## src/rtl/usb_out_ep_pkg.sv

```systemverilog
// Constants, types and layouts for the OUT endpoint configuration block
// Function
// Endpoint works only while enable bit set
// Bit six selects isochronous, else control/bulk
// Toggle inverts after good matching data stage
// Double buffer mode uses X and Y
// Single buffer mode uses only X
// Stall bit answers transactions with STALL
// Control setup always accepted, even stalled
// Control data and status stages get STALL
// Firmware clears stall on halt clear, reset
// Control write overrun sets stall by hardware
// Hardware stall raises endpoint zero interrupt
// Interrupt reaches controller only when enabled
// Bits one and zero reserved, no function
// Good OUT sets no-ack; later get NAK
// Buffer size in eight byte units, both
// Double buffering alternates, X first after enable
// Mismatched PID acknowledged, discarded, nothing changes; the code still sets the discard status flag
package usb_out_ep_pkg;

  localparam logic [7:0] ADDR_CFG = 8'h00;
  localparam logic [7:0] ADDR_XCNT = 8'h04;
  localparam logic [7:0] ADDR_YCNT = 8'h08;
  localparam logic [7:0] ADDR_BSIZE = 8'h0c;
  localparam logic [7:0] ADDR_IRQ_STAT = 8'h10;
  localparam logic [7:0] ADDR_IRQ_MASK = 8'h14;

  localparam int CFG_EN_BIT = 7;
  localparam int CFG_ISO_BIT = 6;
  localparam int CFG_TOG_BIT = 5;
  localparam int CFG_DUAL_BIT = 4;
  localparam int CFG_STALL_BIT = 3;
  localparam int CFG_IE_BIT = 2;
  localparam int NACK_BIT = 7;

  localparam int EVT_RX = 0;
  localparam int EVT_HWSTALL = 1;
  localparam int EVT_DISCARD = 2;
  localparam int NUM_EVT = 3;

  localparam logic [7:0] CFG_RST = 8'h00;
  localparam logic [7:0] CNT_RST = 8'h00;
  localparam logic [7:0] BSIZE_RST = 8'h00;
  localparam logic [NUM_EVT-1:0] MASK_RST = 3'h0;

  localparam logic [2:0] BSIZE_UNIT_PAD = 3'h0;

  typedef enum logic [1:0] {
    HS_NONE = 2'b00,
    HS_ACK = 2'b01,
    HS_NAK = 2'b10,
    HS_STALL = 2'b11
  } handshake_e;

  typedef enum logic [1:0] {
    ST_IDLE = 2'b00,
    ST_RECV = 2'b01,
    ST_REJECT = 2'b10
  } ep_state_e;

  typedef struct packed {
    logic token;
    logic setup;
    logic status;
    logic done;
    logic crc_ok;
    logic pid_data1;
    logic overrun;
    logic [6:0] count;
  } sie_in_s;

  typedef struct packed {
    logic hs_valid;
    handshake_e hs;
    logic wr_en;
    logic buf_y;
  } sie_out_s;

endpackage

```

## src/rtl/sticky_flag.sv

```systemverilog
// Sticky event flag, set wins over write-one-to-clear
`timescale 1ns/10ps
module sticky_flag (
  input wire logic mclk,
  input wire logic reset_n,
  input wire logic ce,
  input wire logic set,
  input wire logic clr,
  output logic q
);

  always_ff @(posedge mclk or negedge reset_n) begin
    if (!reset_n) begin
      q <= 1'b0;
    end else if (ce) begin
      if (set) begin
        q <= 1'b1;
      end else if (clr) begin
        q <= 1'b0;
      end
    end
  end

endmodule

```

## src/rtl/usb_out_ep_cfg.sv

```systemverilog
// OUT endpoint configuration, buffer manager decisions and register slave
`timescale 1ns/10ps
module usb_out_ep_cfg #(
  parameter bit IS_CONTROL = 1'b1
) (
  input wire logic mclk,
  input wire logic reset_n,
  input wire logic ce,
  input wire logic [7:0] address,
  input wire logic read,
  input wire logic write,
  input wire logic [31:0] writedata,
  output logic [31:0] readdata,
  output logic waitrequest,
  input wire usb_out_ep_pkg::sie_in_s sie_i,
  output usb_out_ep_pkg::sie_out_s sie_o,
  output logic [10:0] buf_bytes,
  output logic irq
);
  import usb_out_ep_pkg::*;

  logic [7:0] cfg_r;
  logic [7:0] cfg_nxt;
  logic [7:0] xcnt_r;
  logic [7:0] xcnt_nxt;
  logic [7:0] ycnt_r;
  logic [7:0] ycnt_nxt;
  logic [7:0] bsize_r;
  logic [NUM_EVT-1:0] mask_r;
  logic [NUM_EVT-1:0] stat;
  logic [NUM_EVT-1:0] evt;
  logic [NUM_EVT-1:0] evt_clr;
  logic wait_r;
  logic [31:0] rdata_r;
  logic [31:0] rd_mux;
  logic bus_wr;
  logic wr_cfg;
  logic wr_xcnt;
  logic wr_ycnt;
  ep_state_e state_r;
  logic tgt_y_r;
  logic next_y_r;
  logic is_setup_r;
  logic is_status_r;
  handshake_e rej_hs_r;
  sie_out_s sie_o_r;
  logic irq_r;
  logic [10:0] buf_bytes_r;
  logic tok_live;
  logic tgt_y_now;
  logic tgt_nack;
  logic ok;
  logic pid_match;
  logic overrun_stall;
  logic fill;
  logic discard;
  logic tog_flip;
  logic en_rise;

  assign readdata = rdata_r;
  assign waitrequest = wait_r;
  assign sie_o = sie_o_r;
  assign irq = irq_r;
  assign buf_bytes = buf_bytes_r;

  // Avalon slave: one wait cycle, then the request is taken
  assign bus_wr = write && !wait_r;
  assign wr_cfg = bus_wr && (address == ADDR_CFG);
  assign wr_xcnt = bus_wr && (address == ADDR_XCNT);
  assign wr_ycnt = bus_wr && (address == ADDR_YCNT);

  always_ff @(posedge mclk or negedge reset_n) begin
    if (!reset_n) begin
      wait_r <= 1'b1;
    end else if (ce) begin
      if (!wait_r) begin
        wait_r <= 1'b1;
      end else if (read || write) begin
        wait_r <= 1'b0;
      end
    end
  end

  always_comb begin
    rd_mux = 32'h0;
    case (address)
      ADDR_CFG: rd_mux[7:0] = cfg_r;
      ADDR_XCNT: rd_mux[7:0] = xcnt_r;
      ADDR_YCNT: rd_mux[7:0] = ycnt_r;
      ADDR_BSIZE: rd_mux[7:0] = bsize_r;
      ADDR_IRQ_STAT: rd_mux[NUM_EVT-1:0] = stat;
      ADDR_IRQ_MASK: rd_mux[NUM_EVT-1:0] = mask_r;
      default: rd_mux = 32'h0;
    endcase
  end

  always_ff @(posedge mclk or negedge reset_n) begin
    if (!reset_n) begin
      rdata_r <= 32'h0;
    end else if (ce && read && wait_r) begin
      rdata_r <= rd_mux;
    end
  end

  // Token decision inputs
  assign tok_live = sie_i.token && (state_r == ST_IDLE);
  assign tgt_y_now = cfg_r[CFG_DUAL_BIT] && next_y_r;
  assign tgt_nack = tgt_y_now ? ycnt_r[NACK_BIT] : xcnt_r[NACK_BIT];

  // End of packet evaluation
  assign ok = (state_r == ST_RECV) && sie_i.done && sie_i.crc_ok;
  assign pid_match = (sie_i.pid_data1 == cfg_r[CFG_TOG_BIT]);
  // overrun stall
  assign overrun_stall = ok && IS_CONTROL && !is_setup_r && !is_status_r &&
                         sie_i.overrun;
  assign fill = ok && !overrun_stall && !is_status_r &&
                (is_setup_r || pid_match);
  // mismatch discarded
  assign discard = ok && !overrun_stall && !is_status_r && !is_setup_r &&
                   !pid_match;
  // toggle on data stage
  assign tog_flip = fill && !is_setup_r;

  // Configuration byte, hardware updates win over firmware writes
  always_comb begin
    cfg_nxt = cfg_r;
    // reserved bits stored only
    if (wr_cfg) begin
      cfg_nxt = writedata[7:0];
    end
    // hardware stall set
    if (overrun_stall) begin
      cfg_nxt[CFG_STALL_BIT] = 1'b1;
    end
    if (tog_flip) begin
      cfg_nxt[CFG_TOG_BIT] = ~cfg_r[CFG_TOG_BIT];
    end else if (fill && is_setup_r) begin
      cfg_nxt[CFG_TOG_BIT] = 1'b1;
    end
  end

  assign en_rise = cfg_nxt[CFG_EN_BIT] && !cfg_r[CFG_EN_BIT];

  // no-ack and count update
  always_comb begin
    xcnt_nxt = xcnt_r;
    ycnt_nxt = ycnt_r;
    if (wr_xcnt) begin
      xcnt_nxt = writedata[7:0];
    end
    if (wr_ycnt) begin
      ycnt_nxt = writedata[7:0];
    end
    if (fill && tgt_y_r) begin
      ycnt_nxt = {1'b1, sie_i.count};
    end else if (fill) begin
      xcnt_nxt = {1'b1, sie_i.count};
    end
  end

  always_ff @(posedge mclk or negedge reset_n) begin
    if (!reset_n) begin
      cfg_r <= CFG_RST;
      xcnt_r <= CNT_RST;
      ycnt_r <= CNT_RST;
    end else if (ce) begin
      cfg_r <= cfg_nxt;
      xcnt_r <= xcnt_nxt;
      ycnt_r <= ycnt_nxt;
    end
  end

  always_ff @(posedge mclk or negedge reset_n) begin
    if (!reset_n) begin
      bsize_r <= BSIZE_RST;
      mask_r <= MASK_RST;
    end else if (ce && bus_wr) begin
      if (address == ADDR_BSIZE) begin
        bsize_r <= writedata[7:0];
      end
      if (address == ADDR_IRQ_MASK) begin
        mask_r <= writedata[NUM_EVT-1:0];
      end
    end
  end

  // alternate buffers, X first
  always_ff @(posedge mclk or negedge reset_n) begin
    if (!reset_n) begin
      next_y_r <= 1'b0;
    end else if (ce) begin
      if (en_rise) begin
        next_y_r <= 1'b0;
      end else if (fill && !is_setup_r) begin
        next_y_r <= cfg_r[CFG_DUAL_BIT] && !tgt_y_r;
      end
    end
  end

  // Transaction sequencer
  always_ff @(posedge mclk or negedge reset_n) begin
    if (!reset_n) begin
      state_r <= ST_IDLE;
      tgt_y_r <= 1'b0;
      is_setup_r <= 1'b0;
      is_status_r <= 1'b0;
      rej_hs_r <= HS_NONE;
    end else if (ce) begin
      case (state_r)
        ST_IDLE: begin
          // only enabled non-isochronous endpoint
          if (tok_live && cfg_r[CFG_EN_BIT] && !cfg_r[CFG_ISO_BIT]) begin
            is_setup_r <= sie_i.setup;
            is_status_r <= sie_i.status;
            // setup always taken into X
            if (sie_i.setup && IS_CONTROL) begin
              state_r <= ST_RECV;
              tgt_y_r <= 1'b0;
            // stalled endpoint
            end else if (cfg_r[CFG_STALL_BIT]) begin
              state_r <= ST_REJECT;
              rej_hs_r <= HS_STALL;
            end else if (sie_i.status) begin
              state_r <= ST_RECV;
              tgt_y_r <= 1'b0;
            // busy buffer answers NAK
            end else if (tgt_nack) begin
              state_r <= ST_REJECT;
              rej_hs_r <= HS_NAK;
            end else begin
              // buffer choice
              state_r <= ST_RECV;
              tgt_y_r <= tgt_y_now;
            end
          end
        end
        ST_RECV: begin
          if (sie_i.done) begin
            state_r <= ST_IDLE;
          end
        end
        ST_REJECT: begin
          if (sie_i.done) begin
            state_r <= ST_IDLE;
          end
        end
        default: state_r <= ST_IDLE;
      endcase
    end
  end

  // Handshake and buffer write enables toward the serial engine
  always_ff @(posedge mclk or negedge reset_n) begin
    if (!reset_n) begin
      sie_o_r <= '{hs_valid: 1'b0, hs: HS_NONE, wr_en: 1'b0, buf_y: 1'b0};
    end else if (ce) begin
      sie_o_r.hs_valid <= 1'b0;
      sie_o_r.hs <= HS_NONE;
      if (state_r == ST_REJECT && sie_i.done) begin
        sie_o_r.hs_valid <= 1'b1;
        sie_o_r.hs <= rej_hs_r;
      end else if (state_r == ST_RECV && sie_i.done && sie_i.crc_ok) begin
        sie_o_r.hs_valid <= 1'b1;
        sie_o_r.hs <= overrun_stall ? HS_STALL : HS_ACK;
      end
      sie_o_r.wr_en <= (state_r == ST_RECV) && !sie_i.done && !is_status_r;
      sie_o_r.buf_y <= tgt_y_r;
    end
  end

  // size in eight byte units
  always_ff @(posedge mclk or negedge reset_n) begin
    if (!reset_n) begin
      buf_bytes_r <= 11'h0;
    end else if (ce) begin
      buf_bytes_r <= {bsize_r, BSIZE_UNIT_PAD};
    end
  end

  // hardware stall is an event
  assign evt[EVT_RX] = fill;
  assign evt[EVT_HWSTALL] = overrun_stall;
  assign evt[EVT_DISCARD] = discard;
  assign evt_clr = (bus_wr && address == ADDR_IRQ_STAT) ?
                   writedata[NUM_EVT-1:0] : {NUM_EVT{1'b0}};

  genvar gi;
  generate
    for (gi = 0; gi < NUM_EVT; gi++) begin : g_evt
      sticky_flag u_flag (
        .mclk(mclk),
        .reset_n(reset_n),
        .ce(ce),
        .set(evt[gi]),
        .clr(evt_clr[gi]),
        .q(stat[gi])
      );
    end
  endgenerate

  // interrupt gated by enable bit
  always_ff @(posedge mclk or negedge reset_n) begin
    if (!reset_n) begin
      irq_r <= 1'b0;
    end else if (ce) begin
      irq_r <= cfg_r[CFG_IE_BIT] && (|(stat & mask_r));
    end
  end

  disabled_ignore_a: assert property (
    @(posedge mclk) disable iff (!reset_n)
    ce && tok_live && !cfg_r[CFG_EN_BIT] |=> state_r == ST_IDLE)
    else $error("disabled endpoint took a token");

  iso_ignore_a: assert property (
    @(posedge mclk) disable iff (!reset_n)
    ce && tok_live && cfg_r[CFG_ISO_BIT] |=> state_r == ST_IDLE)
    else $error("isochronous endpoint took a token");

  toggle_flip_a: assert property (
    @(posedge mclk) disable iff (!reset_n)
    ce && tog_flip && !wr_cfg |=>
    cfg_r[CFG_TOG_BIT] != $past(cfg_r[CFG_TOG_BIT]))
    else $error("toggle did not invert");

  dual_alt_a: assert property (
    @(posedge mclk) disable iff (!reset_n)
    ce && fill && !is_setup_r && cfg_r[CFG_DUAL_BIT] && !en_rise |=>
    next_y_r != $past(tgt_y_r))
    else $error("double buffering did not alternate");

  single_x_a: assert property (
    @(posedge mclk) disable iff (!reset_n)
    ce && tok_live && !cfg_r[CFG_DUAL_BIT] |=>
    state_r != ST_RECV || !tgt_y_r)
    else $error("single buffer mode chose Y");

  stall_hs_a: assert property (
    @(posedge mclk) disable iff (!reset_n)
    ce && tok_live && cfg_r[CFG_EN_BIT] && !cfg_r[CFG_ISO_BIT] &&
    !sie_i.setup && cfg_r[CFG_STALL_BIT] |=>
    state_r == ST_REJECT && rej_hs_r == HS_STALL)
    else $error("stalled endpoint did not answer STALL");

  setup_take_a: assert property (
    @(posedge mclk) disable iff (!reset_n)
    ce && tok_live && cfg_r[CFG_EN_BIT] && !cfg_r[CFG_ISO_BIT] &&
    sie_i.setup && IS_CONTROL |=> state_r == ST_RECV && !tgt_y_r)
    else $error("setup not accepted");

  overrun_stall_a: assert property (
    @(posedge mclk) disable iff (!reset_n)
    ce && overrun_stall |=> cfg_r[CFG_STALL_BIT] && stat[EVT_HWSTALL] &&
    sie_o_r.hs == HS_STALL)
    else $error("overrun did not stall and flag");

  irq_gate_a: assert property (
    @(posedge mclk) disable iff (!reset_n)
    ce && !cfg_r[CFG_IE_BIT] |=> !irq_r)
    else $error("interrupt raised while disabled");

  nak_busy_a: assert property (
    @(posedge mclk) disable iff (!reset_n)
    ce && tok_live && cfg_r[CFG_EN_BIT] && !cfg_r[CFG_ISO_BIT] &&
    !sie_i.setup && !sie_i.status && !cfg_r[CFG_STALL_BIT] && tgt_nack |=>
    state_r == ST_REJECT && rej_hs_r == HS_NAK)
    else $error("busy buffer not answered NAK");

  size_units_a: assert property (
    @(posedge mclk) disable iff (!reset_n)
    ce |=> buf_bytes_r == {$past(bsize_r), 3'h0})
    else $error("buffer size not in eight byte units");

  discard_keep_a: assert property (
    @(posedge mclk) disable iff (!reset_n)
    ce && discard && !bus_wr |=>
    cfg_r[CFG_TOG_BIT] == $past(cfg_r[CFG_TOG_BIT]) &&
    xcnt_r == $past(xcnt_r) && ycnt_r == $past(ycnt_r) &&
    sie_o_r.hs == HS_ACK)
    else $error("discarded packet changed state");

endmodule

```

## config.mk

```make
export PLATFORM = sky130hd
export DESIGN_NAME = usb_out_ep_cfg
export DESIGN_NICKNAME = d
export VERILOG_FILES = /design/src/rtl/usb_out_ep_pkg.sv /design/src/rtl/sticky_flag.sv /design/src/rtl/usb_out_ep_cfg.sv
export SDC_FILE = /design/constraint.sdc
export NUM_CORES = 1
export LEC_CHECK = 0
export ABC_AREA = 0
export BUFFER_PORTS_ARGS = -buffer_cell sky130_fd_sc_hd__buf_2
export CORE_AREA = 2 2 131 133
export DETAILED_ROUTE_END_ITERATION = 10
export DIE_AREA = 0 0 133 135
export GPL_TIMING_DRIVEN = 1
export PLACE_DENSITY = 0.37
export SYNTH_ARGS = -nofsm -noshare
export SYNTH_HDL_FRONTEND = slang
export SYNTH_SLANG_ARGS = --single-unit
export TNS_END_PERCENT = 20
```

## constraint.sdc

```tcl
create_clock -name mclk -period 2.2 [get_ports mclk]
set_input_delay 0.22 -clock mclk [delete_from_list [all_inputs] [get_ports mclk]]
set_output_delay 0.22 -clock mclk [all_outputs]
set_load 0.02 [all_outputs]
```

---- After elaboration in Yosys (flattened, before gate mapping) ----
Index checks and enable logic that the tools add are counted.
operators by class
  equal/unequal tests ..................... 13
  multiplexer cells ....................... 40
  bitwise gates (word level) .............. 3
  reduce and logical (&&, ||, !) cells .... 68
operators by type and width
  operator                                        count
  2-to-1 mux 8 bit                                6
  logical AND 1 bit                               31
  2-to-1 mux 2 bit                                10
  one-hot mux 5 bit (4 select lines)              1
  AND reduction 2 bit                             10
  2-to-1 mux 1 bit                                18
  one-hot mux 3 bit (6 select lines)              1
  == test 8 x 4 -> 1 bit (second input constant)  2
  == test 8 x 5 -> 1 bit (second input constant)  2
  nonzero test 2 bit                              7
  zero test 1 bit                                 9
  2-to-1 mux 3 bit                                3
  == test 8 x 3 -> 1 bit (second input constant)  1
  zero test 8 bit                                 1
  != test 2 x 1 -> 1 bit (second input constant)  3
  AND reduction 3 bit                             2
  AND reduction 6 bit                             1
  AND reduction 5 bit                             1
  one-hot mux 2 bit (2 select lines)              1
  bitwise AND 3 bit                               1
  != test 3 bit (second input constant)           1
  nonzero test 3 bit                              1
  OR reduction 3 bit                              1
  == test 2 x 1 -> 1 bit (second input constant)  1
  other kinds (7)                                 9
storage, ports and cells
  register bits after elaboration ......... 69
  bits of input ports ..................... 59
  output and inout port bits .............. 50
  logic and storage cells ................. 149

---- Longest topological paths before layout ----
  depth in word-level cells ............... 13
  gate-level depth with buffers ........... 7
  depth with buffers taken out ............ 6

---- Hierarchy ----
Synthesis repeated with hierarchy kept, for this count alone.
second synthesis, totals
  cell total of the unflattened synthesis .. 320
  area total of the unflattened synthesis .. 3,681.0 sq um
modules (own cells, without submodules)
  module          instances  cells each  area each (sq um)  seq. area each (sq um)
  usb_out_ep_cfg  1          311         3,568.4            1,652.8
  sticky_flag     3          3           37.5               25.0

---- Least setup slack after synthesis ----
Ideal clock, no wire load.
  path kind ............................... flip-flop to flip-flop
  start point ............................. reg state_r[1]
  end point ............................... reg xcnt_r[0]
  setup time .............................. 0.065 ns
  arrival time ............................ 1.802 ns
  required time ........................... 2.135 ns
  setup slack ............................. 0.332 ns
  stages on the path, launching flop included .. 8
  buffers on the path ..................... 1
  period minus slack after synthesis ...... 1.868 ns
  path through ............................ dfrtp_1 > inv_1 > ha_1 > nand4b_1 > a2111oi_4 > and2_1 > buf_2 > a22o_1
on the way
  longest elaborated chain between the ends .. 12
  elaborated cells between the ends (all ways) .. 13
  those cells by class .................... eq/ne (1); mux (2); reduce/logical (10)
RTL lines
  what                                                          line                                          source
  from (decl)                                                   usb_out_ep_cfg.sv:40                          ep_state_e state_r;
  from (signal assigned)                                        usb_out_ep_cfg.sv:203                         state_r <= ST_IDLE;
  from (signal assigned)                                        usb_out_ep_cfg.sv:217                         state_r <= ST_RECV;
  from (signal assigned)                                        usb_out_ep_cfg.sv:221                         state_r <= ST_REJECT;
  == test 2 x 1 -> 1 bit *                                      usb_out_ep_cfg.sv:111                         assign ok = (state_r == ST_RECV) && sie_i.done && sie_i.crc_ok;
  logical AND 1 bit * (2 in a row)                              usb_out_ep_cfg.sv:111
  logical AND 1 bit (3 in a row)                                usb_out_ep_cfg.sv:114                         assign overrun_stall = ok && IS_CONTROL && !is_setup_r && !is_status_r &&
  zero test 1 bit                                               usb_out_ep_cfg.sv:116                         assign fill = ok && !overrun_stall && !is_status_r &&
  logical AND 1 bit * (3 in a row)                              usb_out_ep_cfg.sv:116
  2-to-1 mux 8 bit / logical AND 1 bit (equally long branches)  usb_out_ep_cfg.sv:156, usb_out_ep_cfg.sv:154
  2-to-1 mux 8 bit *                                            usb_out_ep_cfg.sv:154                         if (fill && tgt_y_r) begin
  to (signal assigned)                                          usb_out_ep_cfg.sv:168                         xcnt_r <= xcnt_nxt;
  to (decl)                                                     usb_out_ep_cfg.sv:24                          logic [7:0] xcnt_r;
Every way passes the cells marked *; elsewhere a longest branch is shown, timed or not.
A chain may end at the register's enable or synchronous reset.

---- Final worst setup path ----
  start point ............................. reg state_r[1]
  end point ............................... reg ycnt_r[5]
on the way
  longest elaborated chain between the ends .. 13
  elaborated cells between the ends (all ways) .. 14
  those cells by class .................... eq/ne (1); mux (1); reduce/logical (12)
RTL lines
  what                              line                   source
  == test 2 x 1 -> 1 bit *          usb_out_ep_cfg.sv:111
  logical AND 1 bit * (2 in a row)  usb_out_ep_cfg.sv:111
  logical AND 1 bit (3 in a row)    usb_out_ep_cfg.sv:114
  zero test 1 bit                   usb_out_ep_cfg.sv:116
  logical AND 1 bit * (3 in a row)  usb_out_ep_cfg.sv:116
  logical AND 1 bit *               usb_out_ep_cfg.sv:154
  nonzero test 2 bit (no line)      n/a
  AND reduction 2 bit (no line)     n/a
  to (signal assigned)              usb_out_ep_cfg.sv:169  ycnt_r <= ycnt_nxt;
  to (decl)                         usb_out_ep_cfg.sv:26   logic [7:0] ycnt_r;
Marked as above.

==> key figures <==
Logic synthesis
  • Yosys warnings: 0
  • Largest area contributor in the netlist: dfrtp_1
  • Post-Synthesis Cell Area: 3740 um^2
  • Post-synthesis cell type count: 59
  • Post-synth EDFFs: 0
  • Synthesized instance count: 343
  • Flops & latches, synth: 69
  • Synth top area cells: dfrtp_1, mux2_2, buf_4, o21ai_0, a22o_1
  • Synth async-reset ratio: 100%
  • Synth top area share: 45.4%
  • Post-synthesis sequential area ratio: 46.1%
  • Most used DFF post-synth: dfrtp_1
  • Count leader, synth: dfrtp_1
  • Mapped Avg Cell Area: 10.9 um^2
  • Top cells by count, synth: dfrtp_1, mux2_2, buf_4

Pwr
  • Internal power: 2490 uW
  • Sequential power share: 41.1%
  • Clock network fraction of total power: 48.4%
  • Pleak: 0.00223 uW
  • Switching power: 799 uW
  • Final Power: 3290 uW
  • Pwr Density: 699 nW/um^2
  • Sw Share: 24.3%
  • Comb pwr share: 10.4%
  • Maximum VDD drop: 0.306 mV

Detailed routing
  • Wirelength per Cell: 17.5 um
  • Via density: 4.47
  • Final ANT Viol Nets: 0
  • Post-route DRC: 0
  • Post-Route WL: 11.3 mm
  • DR iter-0 viols: 98
  • Drt pass-1 iters: 6
  • Via count: 2890

Global routing
  • Vias in the first global route: 3000
  • Largest net degree at the start of global routing: 70
  • First-pass GRT wire length: 17.6 mm
  • Remaining Overflow, GRT: 0
  • Initial antenna violation count: 0
  • Total track usage: 13.0%

Worst hold path
  • Hold WC Path Type: in -> reg

Worst setup path
  • CP max FO: 4
  • Setup CP Type: reg -> reg
  • R2r setup slk: 130 ps
  • Critical path startpoint category: flip-flop
  • Crit-path leading delay family: compound AO/OA/AOI/OAI gates
  • CP max stage cell: a2111o_1
  • CP max stage delay: 440 ps
  • Buf/Inv on CP: 3
  • Most used cell, CP: buf_4
  • Critical Path AT: 2290 ps
  • Crit path required time: 2420 ps
  • Element type at the critical path end: flip-flop
  • CP cell instances: inv_1 -> ha_1 -> nand4b_1 -> a211oi_1 -> buf_4 -> a2111o_1 -> buf_4 -> o221a_1

Finish
  • Share of cells above drive strength 1: 35.1%
  • Final cell count without fillers: 647
  • Final design instance area without fill: 4700 um^2
  • ANT cells: 0
  • Layout area overhead: 25.6%
  • Fillers: 1711
  • Nets: 484

Clock tree
  • Clock input transition at the sequential cells of the worst setup and hold paths: 60 ps
  • CTS root buf: clkbuf_16
  • CTS buffer count: 9
  • H-tree depth: 3
  • CTS tree: yes
  • Clock Tree Buf Depth: 2
  • Clock Sinks: 69
  • Clk Latency, worst-skew pair: 330 ps

Run
  • Max-cap violations: 0

Placement
  • Placed insts: 628
  • Dpl cell area: 4350 um^2
  • Gpl congestion: 0.744
  • HPWL Detailed: 8.55 mm
  • IO buf count: 57

Timing
  • Final hold viol count: 0
  • Period minus WS final: 2070 ps
  • Fin. max-slew vios: 0
  • Slew @ Worst Pin: 807 ps
  • Crit share post-route: 94.0%
  • Final setup violating endpoints: 0
  • F_max: 483 MHz
  • Setup TNS: 0 ps
  • Relative slew margins: 45.9%
  • WHS: 137 ps
  • Worst Skew: 6.51 ps

Floorplanning
  • Initial Util: 22.8%
  • Chip Width: 133 um
  • Die area: 18000 um^2
  • Height of the die: 135 um
  • FP Rows: 47
  • Core footprint: 16400 um^2
  • # IOs: 109

Run status
  • Outcome: completed
-- metrics by stage --
stage               utilization (%)  worst slack, ps
detailed placement             26.5             85.0
finish                         28.7              131
global route                   28.7            -1.53
floorplan                         -              332
CTS                            28.6             76.8
global placement               26.5              134
-- layer usage --
metal / wire length (um) / global-route usage, % / share of wire (%) / up-vias
li1: - / - / - / 1383
met1: 5190 / 16.8 / 46 / 1431
met2: 5550 / 21.8 / 49 / 61
met3: 341 / 2.44 / 3.0 / 15
met4: 250 / 4.78 / 2.2 / 0
met5: 0 / 0 / 0 / -
-- logic make-up (layout without fill, tap and decap cells) --
group / count (synthesis) / after routing / share of synthesized area (%)
AO/OA/AOI/OAI: 70 / 70 / 14.9
other: 1 / 27 / 0.100
XOR/XNOR: 2 / 2 / 0.668
flip-flops: 69 / 69 / 46.1
AND/OR/NAND/NOR: 102 / 102 / 16.0
multiplexers: 41 / 41 / 12.9
adder cells (fa/ha/maj): 3 / 3 / 1.00
buffers and inverters: 55 / 113 / 8.29
-- cell usage in the layout (no fill, tap or decap), types with 3 or more instances in the layout --
master	Yosys	final
conb_1	1	27
o31a_1	3	3
o211ai_1	3	3
clkbuf_16	0	9
mux2i_1	9	9
a21oi_1	3	3
a221oi_1	4	4
o221a_1	7	7
buf_4	27	25
nand2b_1	10	10
nor4_1	10	10
nor2b_1	4	4
nand4_1	6	6
ha_1	3	3
or2_2	8	8
nand3_1	13	13
o21ai_0	21	21
mux2_2	29	29
nor2_1	9	9
mux4_2	3	3
nand2_1	22	22
buf_2	2	57
a22o_1	11	11
dfrtp_1	68	68
inv_1	12	12
-- path summary, 6_finish.rpt --
kind                             start          end  cells past startpoint
min in group asynchronous      reset_n     sie_o[1]                      3
setup / recovery            state_r[1]    ycnt_r[5]                      8
hold / removal                sie_i[6]    xcnt_r[6]                      2
hold reg to reg            readdata[5]  readdata[5]                      2
max in group asynchronous      reset_n   bsize_r[4]                      3
setup reg to reg            state_r[1]    ycnt_r[5]                      8
-- state kept, by name (all words and copies together) (netlist names) --
| register | count |
|---|---|
| bsize_r | 8 |
| buf_bytes | 8 |
| cfg_r | 8 |
| readdata | 8 |
| xcnt_r | 8 |
| ycnt_r | 8 |
| sie_o | 5 |
| g_evt.u_flag.q | 3 |
| mask_r | 3 |
| rej_hs_r | 2 |
| state_r | 2 |
| irq | 1 |
| is_setup_r | 1 |
| is_status_r | 1 |
| next_y_r | 1 |
| tgt_y_r | 1 |
| waitrequest | 1 |
-- worst reg2reg max path, cell delays in order (launching register included) --
cell      delay [ps]
dfrtp_1          370
inv_1             70
ha_1             210
nand4b_1         230
a211oi_1          80
buf_4            170
a2111o_1         440
buf_4            170
o221a_1          220
-- power by group through the flow --
| stage | Combinational [uW] | Clock [uW] | Sequential, uW |
|---|---|---|---|
| 6_report | 343 | 1590 | 1350 |
| 5_1_grt | 377 | 1690 | 1360 |
| 4_1_cts | 349 | 1640 | 1350 |
| 3_5_place_dp | 348 | 0 | 1380 |
| 3_3_place_gp | 347 | 0 | 1370 |
| 2_1_floorplan | 212 | 0 | 1380 |
-- what timing repair did --
item | in CTS | in global routing
hold buffers | 1 | 0
endpoints found under the hold margin | 68 | 0
endpoints found under the setup margin | 0 | 10
buffers inserted | 0 | 2
gates resized for setup | 0 | 1
-- area by class of cell --
class | count | area (um^2) | share of cell area [%]
Inverter | 12 | 45.0 | 0.958
Sequential cell | 69 | 1730 | 36.7
Timing Repair Buffer | 85 | 523 | 11.1
Tap cell | 220 | 275 | 5.85
Clock buffer | 12 | 256 | 5.45
Multi-Input combinational cell | 245 | 1810 | 38.4
Clock inverter | 4 | 70.1 | 1.49
(Power assumes the default switching activity.)
